--- src/include/idca_pkg.sv ---
// Purpose: Shared constants and carriers for the D-channel access logic
// Assumes: One D bit and one echo bit per frame bit slot, marked by strobes
// Notes: Counts are in echo bits, not clock cycles
package idca_pkg;
    localparam int unsigned CNT_W = 4;
    localparam logic [CNT_W-1:0] CNT_RST = 4'h0;
    localparam logic [CNT_W-1:0] NEED_C1_NORMAL = 4'h8;
    localparam logic [CNT_W-1:0] NEED_C2_NORMAL = 4'ha;
    localparam logic [CNT_W-1:0] NEED_C1_LOWER = 4'h9;
    localparam logic [CNT_W-1:0] NEED_C2_LOWER = 4'hb;
    localparam logic D_IDLE = 1'b1;

    typedef enum logic [1:0] {
        ST_WAIT,
        ST_SEND
    } idca_state_e;

    // One slot from the framer: strobes and bit values
    typedef struct packed {
        logic d_slot;
        logic echo_slot;
        logic echo_bit;
    } idca_line_s;

    // Layer 2 side request
    typedef struct packed {
        logic pending;
        logic class2;
        logic data_bit;
        logic last;
    } idca_req_s;
endpackage : idca_pkg

--- src/rtl/idca_sync.sv ---
// Purpose: Two-stage synchroniser for line-side level inputs
// Assumes: Inputs come from outside the clk_i domain
// Notes: First stage is read only by the second stage
module idca_sync #(
    parameter int unsigned W = 1
) (
    input wire logic clk_i, // System clock
    input wire logic reset_n_i, // Async reset, active low
    input wire logic [W-1:0] d_i, // Asynchronous inputs
    output logic [W-1:0] q_o // Synchronised outputs
);
    logic [W-1:0] meta_ff;
    logic [W-1:0] sync_ff;

    always_ff @(posedge clk_i or negedge reset_n_i) begin
        if (!reset_n_i) begin
            meta_ff <= '0;
            sync_ff <= '0;
        end else begin
            meta_ff <= d_i;
            sync_ff <= meta_ff;
        end
    end

    assign q_o = sync_ff;
endmodule : idca_sync

--- src/rtl/idca_access.sv ---
// Purpose: Terminal D-channel contention: echo compare, abort and priority wait
// Assumes: Framer gives slot strobes from recovered bit timing, as line inputs
// Notes: Strobes are edge-detected after synchronising, one event per slot
// How it works
// - Each sent bit compared with its echo; any mismatch aborts at once.
// - First D bit after a mismatch is idle ONE.
// - Compare and abort apply in every class and level.
// - After errored echo, level kept; at normal level need 8 (class 1) or 10 (class 2) ONEs.
// - After good frame, wait 9 (class 1) or 11 (class 2) ONEs.
// - Good frame and nothing pending: back to normal after 9 or 11 ONEs.
module idca_access (
    input wire logic clk_i, // 20 MHz clock
    input wire logic reset_n_i, // Async reset, active low
    input wire logic d_slot_i, // D bit slot strobe from framer (line)
    input wire logic echo_slot_i, // Echo bit slot strobe from framer (line)
    input wire logic echo_bit_i, // Received echo bit value (line)
    input wire logic req_pending_i, // Layer 2 has a frame to send
    input wire logic req_class2_i, // Pending frame is priority class 2
    input wire logic req_bit_i, // Next frame bit to send
    input wire logic req_last_i, // Current bit is the frame's last
    output logic d_bit_o, // D bit to transmit this slot
    output logic bit_take_o, // Pulse: req_bit_i consumed
    output logic frame_done_o, // Pulse: frame sent with clean echo
    output logic frame_abort_o, // Pulse: frame aborted on mismatch
    output logic lower_level_o // Priority level is lower
);
    idca_pkg::idca_line_s line_raw;
    idca_pkg::idca_line_s line_s;
    idca_pkg::idca_req_s req;

    // Line levels grouped before the synchroniser so all three see equal delay
    assign line_raw = '{
        d_slot: d_slot_i,
        echo_slot: echo_slot_i,
        echo_bit: echo_bit_i
    };

    // Request comes from layer 2 logic on this clock; no sync needed
    assign req = '{
        pending: req_pending_i,
        class2: req_class2_i,
        data_bit: req_bit_i,
        last: req_last_i
    };

    idca_sync #(
        .W($bits(idca_pkg::idca_line_s))
    ) u_sync (
        .clk_i(clk_i),
        .reset_n_i(reset_n_i),
        .d_i(line_raw),
        .q_o(line_s)
    );

    // Whole state of the block, registered as one word
    typedef struct packed {
        idca_pkg::idca_state_e state;
        logic [idca_pkg::CNT_W-1:0] ones;
        logic lower;
        logic d_slot_q;
        logic echo_slot_q;
        logic sent_bit;
        logic sent_last;
        logic await_echo;
        logic d_bit;
        logic take;
        logic done;
        logic abort;
    } idca_regs_s;

    idca_regs_s cur_ff;
    idca_regs_s nxt_cur;

    // Echo ONEs needed before sending, per class and level
    function automatic logic [idca_pkg::CNT_W-1:0] need_ones(input logic class2,
                                                             input logic lower);
        if (lower) begin
            need_ones = class2 ? idca_pkg::NEED_C2_LOWER : idca_pkg::NEED_C1_LOWER;
        end else begin
            need_ones = class2 ? idca_pkg::NEED_C2_NORMAL : idca_pkg::NEED_C1_NORMAL;
        end
    endfunction : need_ones

    // Counter holds at its top value; a long idle line must not wrap to zero
    function automatic logic [idca_pkg::CNT_W-1:0] sat_inc(
        input logic [idca_pkg::CNT_W-1:0] cnt
    );
        if (cnt == {idca_pkg::CNT_W{1'b1}}) begin
            sat_inc = cnt;
        end else begin
            sat_inc = cnt + {{(idca_pkg::CNT_W-1){1'b0}}, 1'b1};
        end
    endfunction : sat_inc

    // Loads one frame bit; used for the first bit and every later one
    function automatic idca_regs_s load_bit(input idca_regs_s cur,
                                           input idca_pkg::idca_req_s rq);
        load_bit = cur;
        load_bit.d_bit = rq.data_bit;
        load_bit.sent_bit = rq.data_bit;
        load_bit.sent_last = rq.last;
        load_bit.await_echo = 1'b1;
        load_bit.take = 1'b1;
    endfunction : load_bit

    // Leaves a frame: line back to idle ONE and the ONE count restarts
    function automatic idca_regs_s to_wait(input idca_regs_s cur);
        to_wait = cur;
        to_wait.d_bit = idca_pkg::D_IDLE;
        to_wait.state = idca_pkg::ST_WAIT;
        to_wait.ones = idca_pkg::CNT_RST;
    endfunction : to_wait

    // Rising edge of a synchronised strobe against its registered copy
    function automatic logic slot_rise(input logic now, input logic was);
        slot_rise = now & ~was;
    endfunction : slot_rise

    // A strobe counts once per rising edge, however long it stands
    logic d_evt;
    logic e_evt;
    assign d_evt = slot_rise(line_s.d_slot, cur_ff.d_slot_q);
    assign e_evt = slot_rise(line_s.echo_slot, cur_ff.echo_slot_q);

    always_comb begin
        nxt_cur = cur_ff;
        nxt_cur.d_slot_q = line_s.d_slot;
        nxt_cur.echo_slot_q = line_s.echo_slot;
        nxt_cur.take = 1'b0;
        nxt_cur.done = 1'b0;
        nxt_cur.abort = 1'b0;

        if (e_evt) begin
            if (!line_s.echo_bit) begin
                nxt_cur.ones = idca_pkg::CNT_RST;
            end else begin
                nxt_cur.ones = sat_inc(cur_ff.ones);
            end
        end

        unique case (cur_ff.state)
            idca_pkg::ST_WAIT: begin
                if (cur_ff.lower && !req.pending &&
                    cur_ff.ones >= need_ones(1'b0, 1'b1) && !req.class2) begin
                    nxt_cur.lower = 1'b0;
                end else if (cur_ff.lower && !req.pending &&
                             cur_ff.ones >= need_ones(1'b1, 1'b1)) begin
                    nxt_cur.lower = 1'b0;
                end
                if (d_evt) begin
                    nxt_cur.d_bit = idca_pkg::D_IDLE;
                    if (req.pending && cur_ff.ones >= need_ones(req.class2, cur_ff.lower)) begin
                        nxt_cur = load_bit(nxt_cur, req);
                        nxt_cur.state = idca_pkg::ST_SEND;
                    end
                end
            end
            idca_pkg::ST_SEND: begin
                // compare echo in every class and level
                if (e_evt && cur_ff.await_echo) begin
                    nxt_cur.await_echo = 1'b0;
                    if (line_s.echo_bit != cur_ff.sent_bit) begin
                        nxt_cur = to_wait(nxt_cur);
                        nxt_cur.abort = 1'b1;
                    end else if (cur_ff.sent_last) begin
                        nxt_cur = to_wait(nxt_cur);
                        nxt_cur.lower = 1'b1;
                        nxt_cur.done = 1'b1;
                    end
                end else if (d_evt && !cur_ff.await_echo) begin
                    // Echo of previous bit checked; send next
                    nxt_cur = load_bit(nxt_cur, req);
                end
            end
            // Unused state code: recover to waiting
            default: begin
                nxt_cur.state = idca_pkg::ST_WAIT;
            end
        endcase
    end

    always_ff @(posedge clk_i or negedge reset_n_i) begin
        if (!reset_n_i) begin
            // Idle ONE from reset; strobe copies low to match pins at rest
            cur_ff <= '{
                state: idca_pkg::ST_WAIT,
                ones: idca_pkg::CNT_RST,
                lower: 1'b0,
                d_slot_q: 1'b0,
                echo_slot_q: 1'b0,
                sent_bit: idca_pkg::D_IDLE,
                sent_last: 1'b0,
                await_echo: 1'b0,
                d_bit: idca_pkg::D_IDLE,
                take: 1'b0,
                done: 1'b0,
                abort: 1'b0
            };
        end else begin
            cur_ff <= nxt_cur;
        end
    end


    // Outputs are register fields; nothing sits after the flops
    assign d_bit_o = cur_ff.d_bit;
    assign bit_take_o = cur_ff.take;
    assign frame_done_o = cur_ff.done;
    assign frame_abort_o = cur_ff.abort;
    assign lower_level_o = cur_ff.lower;
endmodule : idca_access

--- config.mk ---
export PLATFORM = sky130hd
export DESIGN_NAME = idca_access
export DESIGN_NICKNAME = d
export VERILOG_FILES = /design/src/include/idca_pkg.sv /design/src/rtl/idca_sync.sv /design/src/rtl/idca_access.sv
export SDC_FILE = /design/constraint.sdc
export NUM_CORES = 1
export LEC_CHECK = 0
export ABC_AREA = 1
export BUFFER_PORTS_ARGS = -buffer_cell sky130_fd_sc_hd__buf_2
export CAP_MARGIN = 20
export CORE_MARGIN = 2
export CORE_UTILIZATION = 28
export DETAILED_ROUTE_END_ITERATION = 8
export PLACE_DENSITY = 0.42
export SETUP_SLACK_MARGIN = 0.05
export SLEW_MARGIN = 20
export SYNTH_ARGS = -nofsm -noshare
export SYNTH_HDL_FRONTEND = slang
export SYNTH_SLANG_ARGS = --single-unit
--- constraint.sdc ---
create_clock -name clk_i -period 1.5 [get_ports clk_i]
set_clock_uncertainty 0.05 [all_clocks]
set_input_delay 0.3 -clock clk_i [delete_from_list [all_inputs] [get_ports clk_i]]
set_output_delay 0.3 -clock clk_i [all_outputs]
set_load 0.02 [all_outputs]
# ---- After elaboration in Yosys (flattened, before gate mapping)
# Index checks and enable logic that the tools add are counted.
dict set report totals {
  ff_bits 22
  wordCells 72
}
dict set report classes {
  add_sub_neg 1
  magnitude_cmp 3
  eq_ne 14
  n_mux 18
  bitwise_logic 4
  n_reduce_logical 18
}
# op n
set op_table {}
lappend op_table {{two-way mux 16 bit} 5}
lappend op_table {{one-hot mux 14 bit (2 select lines)} 1}
lappend op_table {{two-way mux 4 bit} 5}
lappend op_table {{AND reduction 4 bit} 4}
lappend op_table {{inequality test 2 bit (second input constant)} 7}
lappend op_table {{AND reduction 5 bit} 2}
lappend op_table {{inequality test 3 bit (second input constant)} 3}
lappend op_table {{greater-or-equal comparator 4 bit (second input constant)} 2}
lappend op_table {{logical AND 1 bit} 7}
lappend op_table {{two-way mux 7 bit} 1}
lappend op_table {{two-way mux 2 bit} 3}
lappend op_table {{adder 4 x 1 -> 4 bit (second input constant)} 1}
lappend op_table {{equality test 4 bit (second input constant)} 1}
lappend op_table {{greater-or-equal comparator 4 bit} 1}
lappend op_table {{inequality test 4 bit (second input constant)} 1}
lappend op_table {{one-hot mux 2 bit (2 select lines)} 1}
lappend op_table {{zero test 1 bit} 3}
lappend op_table {{bitwise AND 1 bit} 2}
lappend op_table {{equality test 2 x 1 -> 1 bit (second input constant)} 1}
lappend op_table {{zero test 2 bit} 1}
lappend op_table {{two-way mux 1 bit} 2}
lappend op_table {{NOT 1 bit} 2}
lappend op_table {{nonzero test 2 bit} 1}
lappend op_table {{inequality test 1 bit} 1}

# ---- Depth between registers and ports, before layout
# Gate-level depths: netlist (run 1).
dict set report depth {
  ltp_word 9
  depth_mapped 11
}

# ---- Modules after synthesis
# From an unflattened synthesis (run 1), not the netlist that was laid out.
dict set report hier_totals {
  cells_unflattened 111
  hier_area_um2 968.4
}
# mod n_inst cells_per_inst area_per_inst_um2 seq_area_each_um2
set by_module_without_submodules {}
lappend by_module_without_submodules {idca_access 1 105 818.3 377.9}
lappend by_module_without_submodules {idca_sync 1 6 150.1 150.1}

# ---- Least setup slack after synthesis (run 1)
# No wires, ideal clock.
dict set report synth_path {
  kind {register to register}
  from {register cur_ff, in the netlist lower_level_o}
  to {register cur_ff[5] in the netlist's numbering}
  arrival_time_ns 1.206
  setup_slack_ns 0.127
  stages_incl_launch_ff 11
  path_buffers 0
  synth_period_minus_slack_ns 1.373
  cell_sequence {dfrtp_1 ha_1 inv_1 nand2_1 nand2_1 nand2_1 nand2_1 nand2_1 nand3_1 nand2_1 nand2_1}
}
dict set report synth_via {
  elab_chain_len 7
}
# element line
set synth_lines {}
lappend synth_lines {{start: declaration} idca_access.sv:71} ;# idca_regs_s cur_ff;
lappend synth_lines {{start signal: assignment} idca_access.sv:185} ;# cur_ff <= '{
lappend synth_lines {{start signal: assignment} idca_access.sv:200} ;# cur_ff <= nxt_cur;
lappend synth_lines {{two-way mux 2 bit} idca_access.sv:77} ;# if (lower) begin
lappend synth_lines {{two-way mux 4 bit} idca_access.sv:150} ;# if (d_evt) begin
lappend synth_lines {{two-way mux 4 bit} idca_access.sv:141} ;# unique case (cur_ff.state)
lappend synth_lines {{greater-or-equal comparator 4 bit} idca_access.sv:152} ;# if (req.pending && cur_ff.ones >= need_ones(req.class2, cur_ff.lower)) begin
lappend synth_lines {{logical AND 1 bit} idca_access.sv:152}
lappend synth_lines {{inequality test 2 bit (no line)} --}
lappend synth_lines {{AND reduction 5 bit (no line)} --}
# No other way between the ends. The select of a mux whose other input is x is not followed.
# A chain may end at the register's enable or synchronous reset.

# ---- Final worst setup path (run 1)
dict set report layout_path {
  from {register cur_ff[10] in the netlist's numbering}
  to {register cur_ff[5] in the netlist's numbering}
}
dict set report layout_via {
  elab_chain_len 4
}
# element line
set layout_lines {}
lappend layout_lines {{greater-or-equal comparator 4 bit} idca_access.sv:152}
lappend layout_lines {{logical AND 1 bit} idca_access.sv:152}
lappend layout_lines {{inequality test 2 bit (no line)} --}
lappend layout_lines {{AND reduction 5 bit (no line)} --}
# No other way between the ends.

==> flow_summary_export.csv, run 1 <==
group,metric,value,unit
worst_setup_path,path_cells,"inv_2 -> ha_1 -> inv_1 -> nand2_1 -> nand2_1 -> nand2_2 -> nand2_2 -> nand2_2 -> nand3_2 -> nand2_1 -> nand2_1",
worst_setup_path,r2r-start,"cur_ff[10]",
drt,vias,787,
min_path,hold_end,"u_sync.meta_ff[1]",
placed_design,place.gp.congestion,0.792,
logic_synthesis,yosysWarnings,0,
grt,antenna_found_initial,0,
worst_setup_path,rr_worst_depth,11,
cells_and_area,fillers,363,
worst_setup_path,cp-start-kind,"register",
clocking,cts_sinks,21,
grt,grt_max_degree,22,
die,dieArea,4090,um^2
die,rows,21,
die,initial_core_util,29.7,%
placed_design,dp_hpwl,1430,um
logic_synthesis,synth.most_common_cell,"nand2_1",
logic_synthesis,ys_seq_elements,21,
clocking,cts-buffers-inserted,3,
sta,tns,0,ps
logic_synthesis,ys_top_cells_by_count,"nand2_1, dfrtp_1, nor2_1, inv_1, nand3_1",
sta,setup_viol,0,
power,power.density,1360,nW/um^2
die,die_h,64.0,um
sta,hold_violations,0,
sta,max_freq,713,MHz
worst_setup_path,path_max_fanout,3,
sta,finalCritPeriodShare,93.5,%
worst_setup_path,criticalPathCategory,"reg2reg",
drt,drc,0,
logic_synthesis,synth.top_cell.area_share,47.2,%
status,outcome,"finished, final reports clean",
logic_synthesis,yosys.cell_types.count,19,
grt,grt_pass1_vias,744,
worst_setup_path,startpoint,"cur_ff[10]",
die,die_w,64.0,um
clocking,htreeDepth,1,
flow_run,max_cap_violations,0,
drt,wl,1990,um
worst_setup_path,r2r_slack,100,ps
drt,first_pass_iters,3,
drt,ant_nets,0,
logic_synthesis,synthCells,115,
grt,grt_use_total,10.5,%
drt,vias_per_cell,4.30,
die,core_area,3390,um^2
clocking,cts.reportedPaths.clkPinSlew,120,ps
clocking,cts-root-buf,"clkbuf_4",
logic_synthesis,synthesis.nets,129,
worst_setup_path,worstPathRequired,1650,ps
logic_synthesis,dominantRegCellSynth,"dfrtp_1",
min_path,hold_class,"in2reg",
worst_setup_path,rr_endpoint,"cur_ff[5]",
power,p_leak,0.613,nW
grt,grt_overflow,0,
cells_and_area,n_antenna_cell,0,
sta,period_minus_slack,1400,ps
sta,slew_violations,0,
worst_setup_path,critPathTopFamily,"simple AND/OR/NAND/NOR gates",
worst_setup_path,slowest_delay,410,ps
clocking,cts_buffer_depth,2,
placed_design,io_buffers,13,
worst_setup_path,worst_ep_arrival_time,1560,ps
sta,tightest_slew,470,ps
logic_synthesis,synthTopCellsByArea,"dfrtp_1, nand2_1, ha_1",
power,p_total,0.00169,W
clocking,clock_latency,300,ps
logic_synthesis,syn_avg_cell_area,8.76,um^2
drt,wire_per_inst,10.9,um
drt,first_iter_violations,32,
sta,slew_headroom,68.6,%
worst_setup_path,critPathBufInv,2,
logic_synthesis,synth_edf_count,0,
worst_setup_path,crit_path_top_delay_cell,"dfrtp_1",
cells_and_area,layout-drive-gt1-share,31.4,%
placed_design,place_area,1140,um^2
cells_and_area,syn2layout_area_growth,23.2,%
die,ioPinCount,14,
grt,grt_first_pass_wirelength,3320,um
power,max-vdd-ir-drop,0.000559,V
clocking,tritoncts,"yes",
logic_synthesis,synth_largest_area_cell,"dfrtp_1",
logic_synthesis,yosysSeqAreaShare,52.4,%
cells_and_area,layout.nets,152,
worst_setup_path,cpMostUsedCell,"nand2_1",
min_path,hold_depth,1,
sta,rsz0062_at_grt,"yes",
logic_synthesis,synthArstFlopShare,100,%
worst_setup_path,worst_setup_path_end_kind,"register",
cells_and_area,finalInstanceArea,1240,um^2
min_path,hp-start,"echo_slot_i",
logic_synthesis,synth.cell_area,1010,um^2
cells in the final DEF (no fill, tap or decap), types with 2 or more instances in the layout:
master          n
ha_1            5
buf_2          13
nand2_2         7
inv_2           2
dfstp_2         2
nor3_2          2
nor2_1         14
nand2_1        24
o21ai_0         5
a21oi_2         3
clkbuf_4        3
a21oi_1         4
buf_4           3
dlygate4sd3_1   2
inv_1          12
nand3_1         7
dfrtp_1        19
where the power goes:
part / switching (W) / internal [W]
logic: 0.000370 / 0.000229
clock network: 0.000175 / 0.000101
registers: 0.000119 / 0.000695
total: 0.000664 / 0.00103
per-stage QoR:
stage                     hold slack [ps]  std cells  setup WS [ps]  utilization, %
after detailed placement              243        175           31.9            33.6
after global routing                 1.26        183          -8.70            36.6
after global placement                243        175           36.2            33.6
after floorplan                     -45.6        115            127               -
final                                38.6        183           97.2            36.6
after CTS                            13.8        181           83.7            35.0
worst max-delay path by stage:
stage	cells past startpoint	endpoint
5_1_grt	11	cur_ff[5]
4_1_cts	9	cur_ff[6]
3_3_place_gp	9	cur_ff[6]
6_report	11	cur_ff[5]
3_5_place_dp	9	cur_ff[6]
2_1_floorplan	10	cur_ff[5]
cells by family (layout without fill, tap and decap cells):
kind of cell,Yosys count,in the layout,synth area share (%)
AND/OR/NAND/NOR,61,61,28.4
flip-flops,21,21,52.4
AO/OA/AOI/OAI,14,14,7.70
buffers and inverters,14,36,5.22
adder cells (fa/ha/maj),5,5,6.21
worst reg2reg max path, stage by stage (launching register included):
cell and delay [ps]:
dfrtp_1 410, inv_2 50, ha_1 260, inv_1 30
nand2_1 50, nand2_1 70, nand2_2 110, nand2_2 60
nand2_2 70, nand3_2 50, nand2_1 50, nand2_1 40
area by class of cell:
class	count	area, um^2	area share, %
Sequential cell	21	528	42.5
Multi-Input combinational cell	80	465	37.5
Timing Repair Buffer	18	108	8.67
Tap cell	46	57.6	4.64
Inverter	14	52.6	4.23
Clock buffer	3	22.5	1.81
Clock inverter	1	7.51	0.605
sequential cells by signal, summed over array words and instances (netlist names):
register / count
bit_take_o: 1
cur_ff: 10
d_bit_o: 1
frame_abort_o: 1
frame_done_o: 1
lower_level_o: 1
u_sync.meta_ff: 3
u_sync.q_o: 3
per-layer routing:
| metal | global-route usage (%) | vias to the layer above | share of wire (%) |
|---|---|---|---|
| met4 | 2.45 | 0 | 1.1 |
| met5 | 0 | - | 0 |
| met1 | 14.2 | 360 | 51 |
| met3 | 3.35 | 2 | 3.3 |
| met2 | 16.3 | 12 | 45 |
| li1 | - | 413 | - |
what timing repair did:
item                                    4_1_cts  5_1_grt
hold endpoints to repair                     19        1
pin swaps                                     0        1
setup buffers                                 1        1
endpoints found under the setup margin        3        7
resized for setup                             0       10
hold buffers                                  1        1
(Power assumes the default switching activity.)
==> run 2: changes to the inputs <==
--- a/config.mk
+++ b/config.mk
@@ -5,13 +5,13 @@
 export SDC_FILE = /design/constraint.sdc
 export NUM_CORES = 1
 export LEC_CHECK = 0
-export ABC_AREA = 1
+export ABC_AREA = 0
 export BUFFER_PORTS_ARGS = -buffer_cell sky130_fd_sc_hd__buf_2
 export CAP_MARGIN = 20
 export CORE_MARGIN = 2
 export CORE_UTILIZATION = 28
 export DETAILED_ROUTE_END_ITERATION = 8
-export PLACE_DENSITY = 0.42
+export PLACE_DENSITY = 0.43
 export SETUP_SLACK_MARGIN = 0.05
 export SLEW_MARGIN = 20
 export SYNTH_ARGS = -nofsm -noshare
==> constraint.sdc (replaced) <==
create_clock -name clk_i -period 1.2 [get_ports clk_i]
set_clock_uncertainty 0.05 [all_clocks]
set_input_delay 0.24 -clock clk_i [delete_from_list [all_inputs] [get_ports clk_i]]
set_output_delay 0.24 -clock clk_i [all_outputs]
set_load 0.02 [all_outputs]
==> run 2 against run 1 <==
Net effect:
- the flow now finishes with violations (negative setup slack)
- hold slack improved by 64 ps
- first-iteration DRC count shrank 22%
- setup slack lost 660 ps
- register-to-register slack got worse by 660 ps
==> flow_summary_export.csv, run 2 <==
group,metric,value,unit
cells_and_area,largest-register,"cur_ff",
cells_and_area,syn2layout_area_growth,46.9,%
power,power.density,1520,nW/um^2
clocking,htreeDepth,1,
logic_synthesis,synthTopCellsByArea,"dfrtp_1, ha_1, dfstp_2",
placed_design,dp_worst_setup_slack,-589,ps
logic_synthesis,synth.cell_area,940,um^2
sta,period_minus_slack,1770,ps
drt,wire_per_inst,11.4,um
min_path,hold_class,"in2reg",
logic_synthesis,synth_edf_count,0,
die,initial_core_util,28.6,%
worst_setup_path,worstPathRequired,1360,ps
min_path,hp-start,"req_last_i",
cells_and_area,layout-drive-gt1-share,47.9,%
die,die_w,61.9,um
logic_synthesis,synthCells,83,
grt,grt_util_met2,17.3,%
logic_synthesis,synth.most_common_cell,"dfrtp_1",
clocking,cts_sinks,21,
grt,grt_max_degree,22,
drt,drc,0,
clocking,cts-buffers-inserted,3,
worst_setup_path,path_max_fanout,3,
die,dieArea,3840,um^2
sta,layout_setup_ws,-565,ps
worst_setup_path,worst_setup_path_end_kind,"register",
drt,wl,1910,um
clocking,clock_latency,310,ps
sta,slew_violations,0,
logic_synthesis,synthArstFlopShare,100,%
sta,max_freq,566,MHz
grt,grt_pass1_vias,699,
worst_setup_path,rr_worst_depth,7,
grt,grt_busiest_layer,"met2",
worst_setup_path,criticalPathCategory,"reg2reg",
clocking,cts.reportedPaths.clkPinSlew,110,ps
sta,tightest_slew,473,ps
cells_and_area,finalInstanceArea,1380,um^2
placed_design,place_area,1190,um^2
logic_synthesis,ys_seq_elements,21,
clocking,tritoncts,"yes",
die,core_area,3280,um^2
cells_and_area,largest_reg_flops,10,
sta,finalCritPeriodShare,147,%
logic_synthesis,ys_top_cells_by_count,"dfrtp_1, a21oi_1, nand2_1",
cells_and_area,final_common_cell,"dfrtp_1",
grt,global_route.usage.met3,2.48,%
placed_design,io_buffers,13,
logic_synthesis,yosysWarnings,0,
sta,rsz0062_at_grt,"yes",
worst_setup_path,startpoint,"cur_ff[10]",
clocking,cts-root-buf,"clkbuf_4",
power,p_leak,0.634,nW
power,max-vdd-ir-drop,0.000683,V
flow_run,max_cap_violations,0,
grt,grt_use_total,11.1,%
sta,setup_viol,12,
placed_design,place.gp.congestion,0.730,
status,violations,"negative setup slack",
die,die_h,61.9,um
logic_synthesis,syn_avg_cell_area,11.3,um^2
grt,grt_overflow,0,
worst_setup_path,worst_ep_arrival_time,1920,ps
grt,use_met1,15.0,%
placed_design,dp_hpwl,1460,um
logic_synthesis,synth_largest_area_cell,"dfrtp_1",
logic_synthesis,yosys.cell_types.count,29,
clocking,cts_buffer_depth,2,
grt,grt_first_pass_wirelength,3000,um
die,rows,21,
drt,ant_nets,0,
sta,hold_violations,0,
logic_synthesis,synthesis.nets,97,
logic_synthesis,yosysSeqAreaShare,56.2,%
drt,first_pass_iters,4,
status,outcome,"finished, violations left",
logic_synthesis,dominantRegCellSynth,"dfrtp_1",
cells_and_area,n_antenna_cell,0,
min_path,hold_depth,2,
drt,first_iter_violations,25,
cells_and_area,most-common-layout-cells,"dfrtp_1, buf_4, buf_2, buf_6",
sta,slew_headroom,68.5,%
worst_setup_path,cp-start-kind,"register",
grt,antenna_found_initial,0,
worst_setup_path,r2r-start,"cur_ff[10]",
die,ioPinCount,14,
drt,vias_per_cell,4.37,
drt,vias,729,
logic_synthesis,synth.top_cell.area_share,50.6,%
worst_setup_path,r2r_slack,-570,ps
cells_and_area,layout.nets,136,
-- run 2: cells by family after synthesis --
| kind of cell | synth area share, % |
|---|---|
| buffers and inverters | 4.13 |
| adder cells (fa/ha/maj) | 6.66 |
| multiplexers | 3.20 |
| XOR/XNOR | 1.86 |
| AND/OR/NAND/NOR | 13.8 |
| AO/OA/AOI/OAI | 14.1 |
| flip-flops | 56.2 |
-- run 2: layout make-up --
cell class              count  area, um^2
fillers                   315        1900
flip-flops and latches     21         529
multi-input cells          53         447
repair buffers             37         298
well taps                  46        57.6
clock buffers               4        26.3
inverters                   6        22.5
-- run 2: stage by stage --
step / std cells / total power (W) / TNS, ps / hold slack [ps] / util, %
floorplan: 83 / 0.00132 / -2560 / -106 / -
global placement: 158 / 0.00163 / -3180 / 176 / 36.2
detailed placement: 158 / 0.00163 / -3330 / 182 / 36.2
CTS: 167 / 0.00211 / -3250 / 96.6 / 40.9
global route: 167 / 0.00224 / -3910 / 107 / 42.0
finish: 167 / 0.00209 / -3120 / 103 / 42.0
-- run 2: critical path, stage by stage, from the launching register on --
cell	delay, ps
dfrtp_1	410
inv_2	80
ha_4	190
nand2b_4	130
a2111o_1	370
nand3_2	90
inv_2	60
mux2_4	280
-- run 2: layer usage --
layer  part of all wire [%]  wire length [um]
met1                     50               960
met2                     46               876
met3                    3.1                60
met4                   0.73                14
met5                      0                 0
-- run 2: worst paths after layout --
check | end
worst max-delay path | cur_ff[5]
worst min-delay path | cur_ff[5]
worst min register to register | u_sync.q_o[0]
min in group asynchronous | frame_abort_o
max in group asynchronous | d_bit_o
worst max register to register | cur_ff[5]
-- run 2: what timing repair did --
action / CTS / global route
gates resized for setup: 17 / 10
endpoints found under the hold margin: 22 / 0
gates cloned: 0 / 0
pin swaps: 4 / 1
setup buffers: 2 / 0
endpoints found under the setup margin: 13 / 17
hold buffers: 4 / 0
-- run 2: report_power, final --
part | internal, W | switching, W | leakage (nW)
Clock | 0.000130 | 0.000214 | 0.0150
Sequential | 0.000819 | 0.0000764 | 0.262
Combinational | 0.000450 | 0.000405 | 0.357
Total | 0.00140 | 0.000695 | 0.634
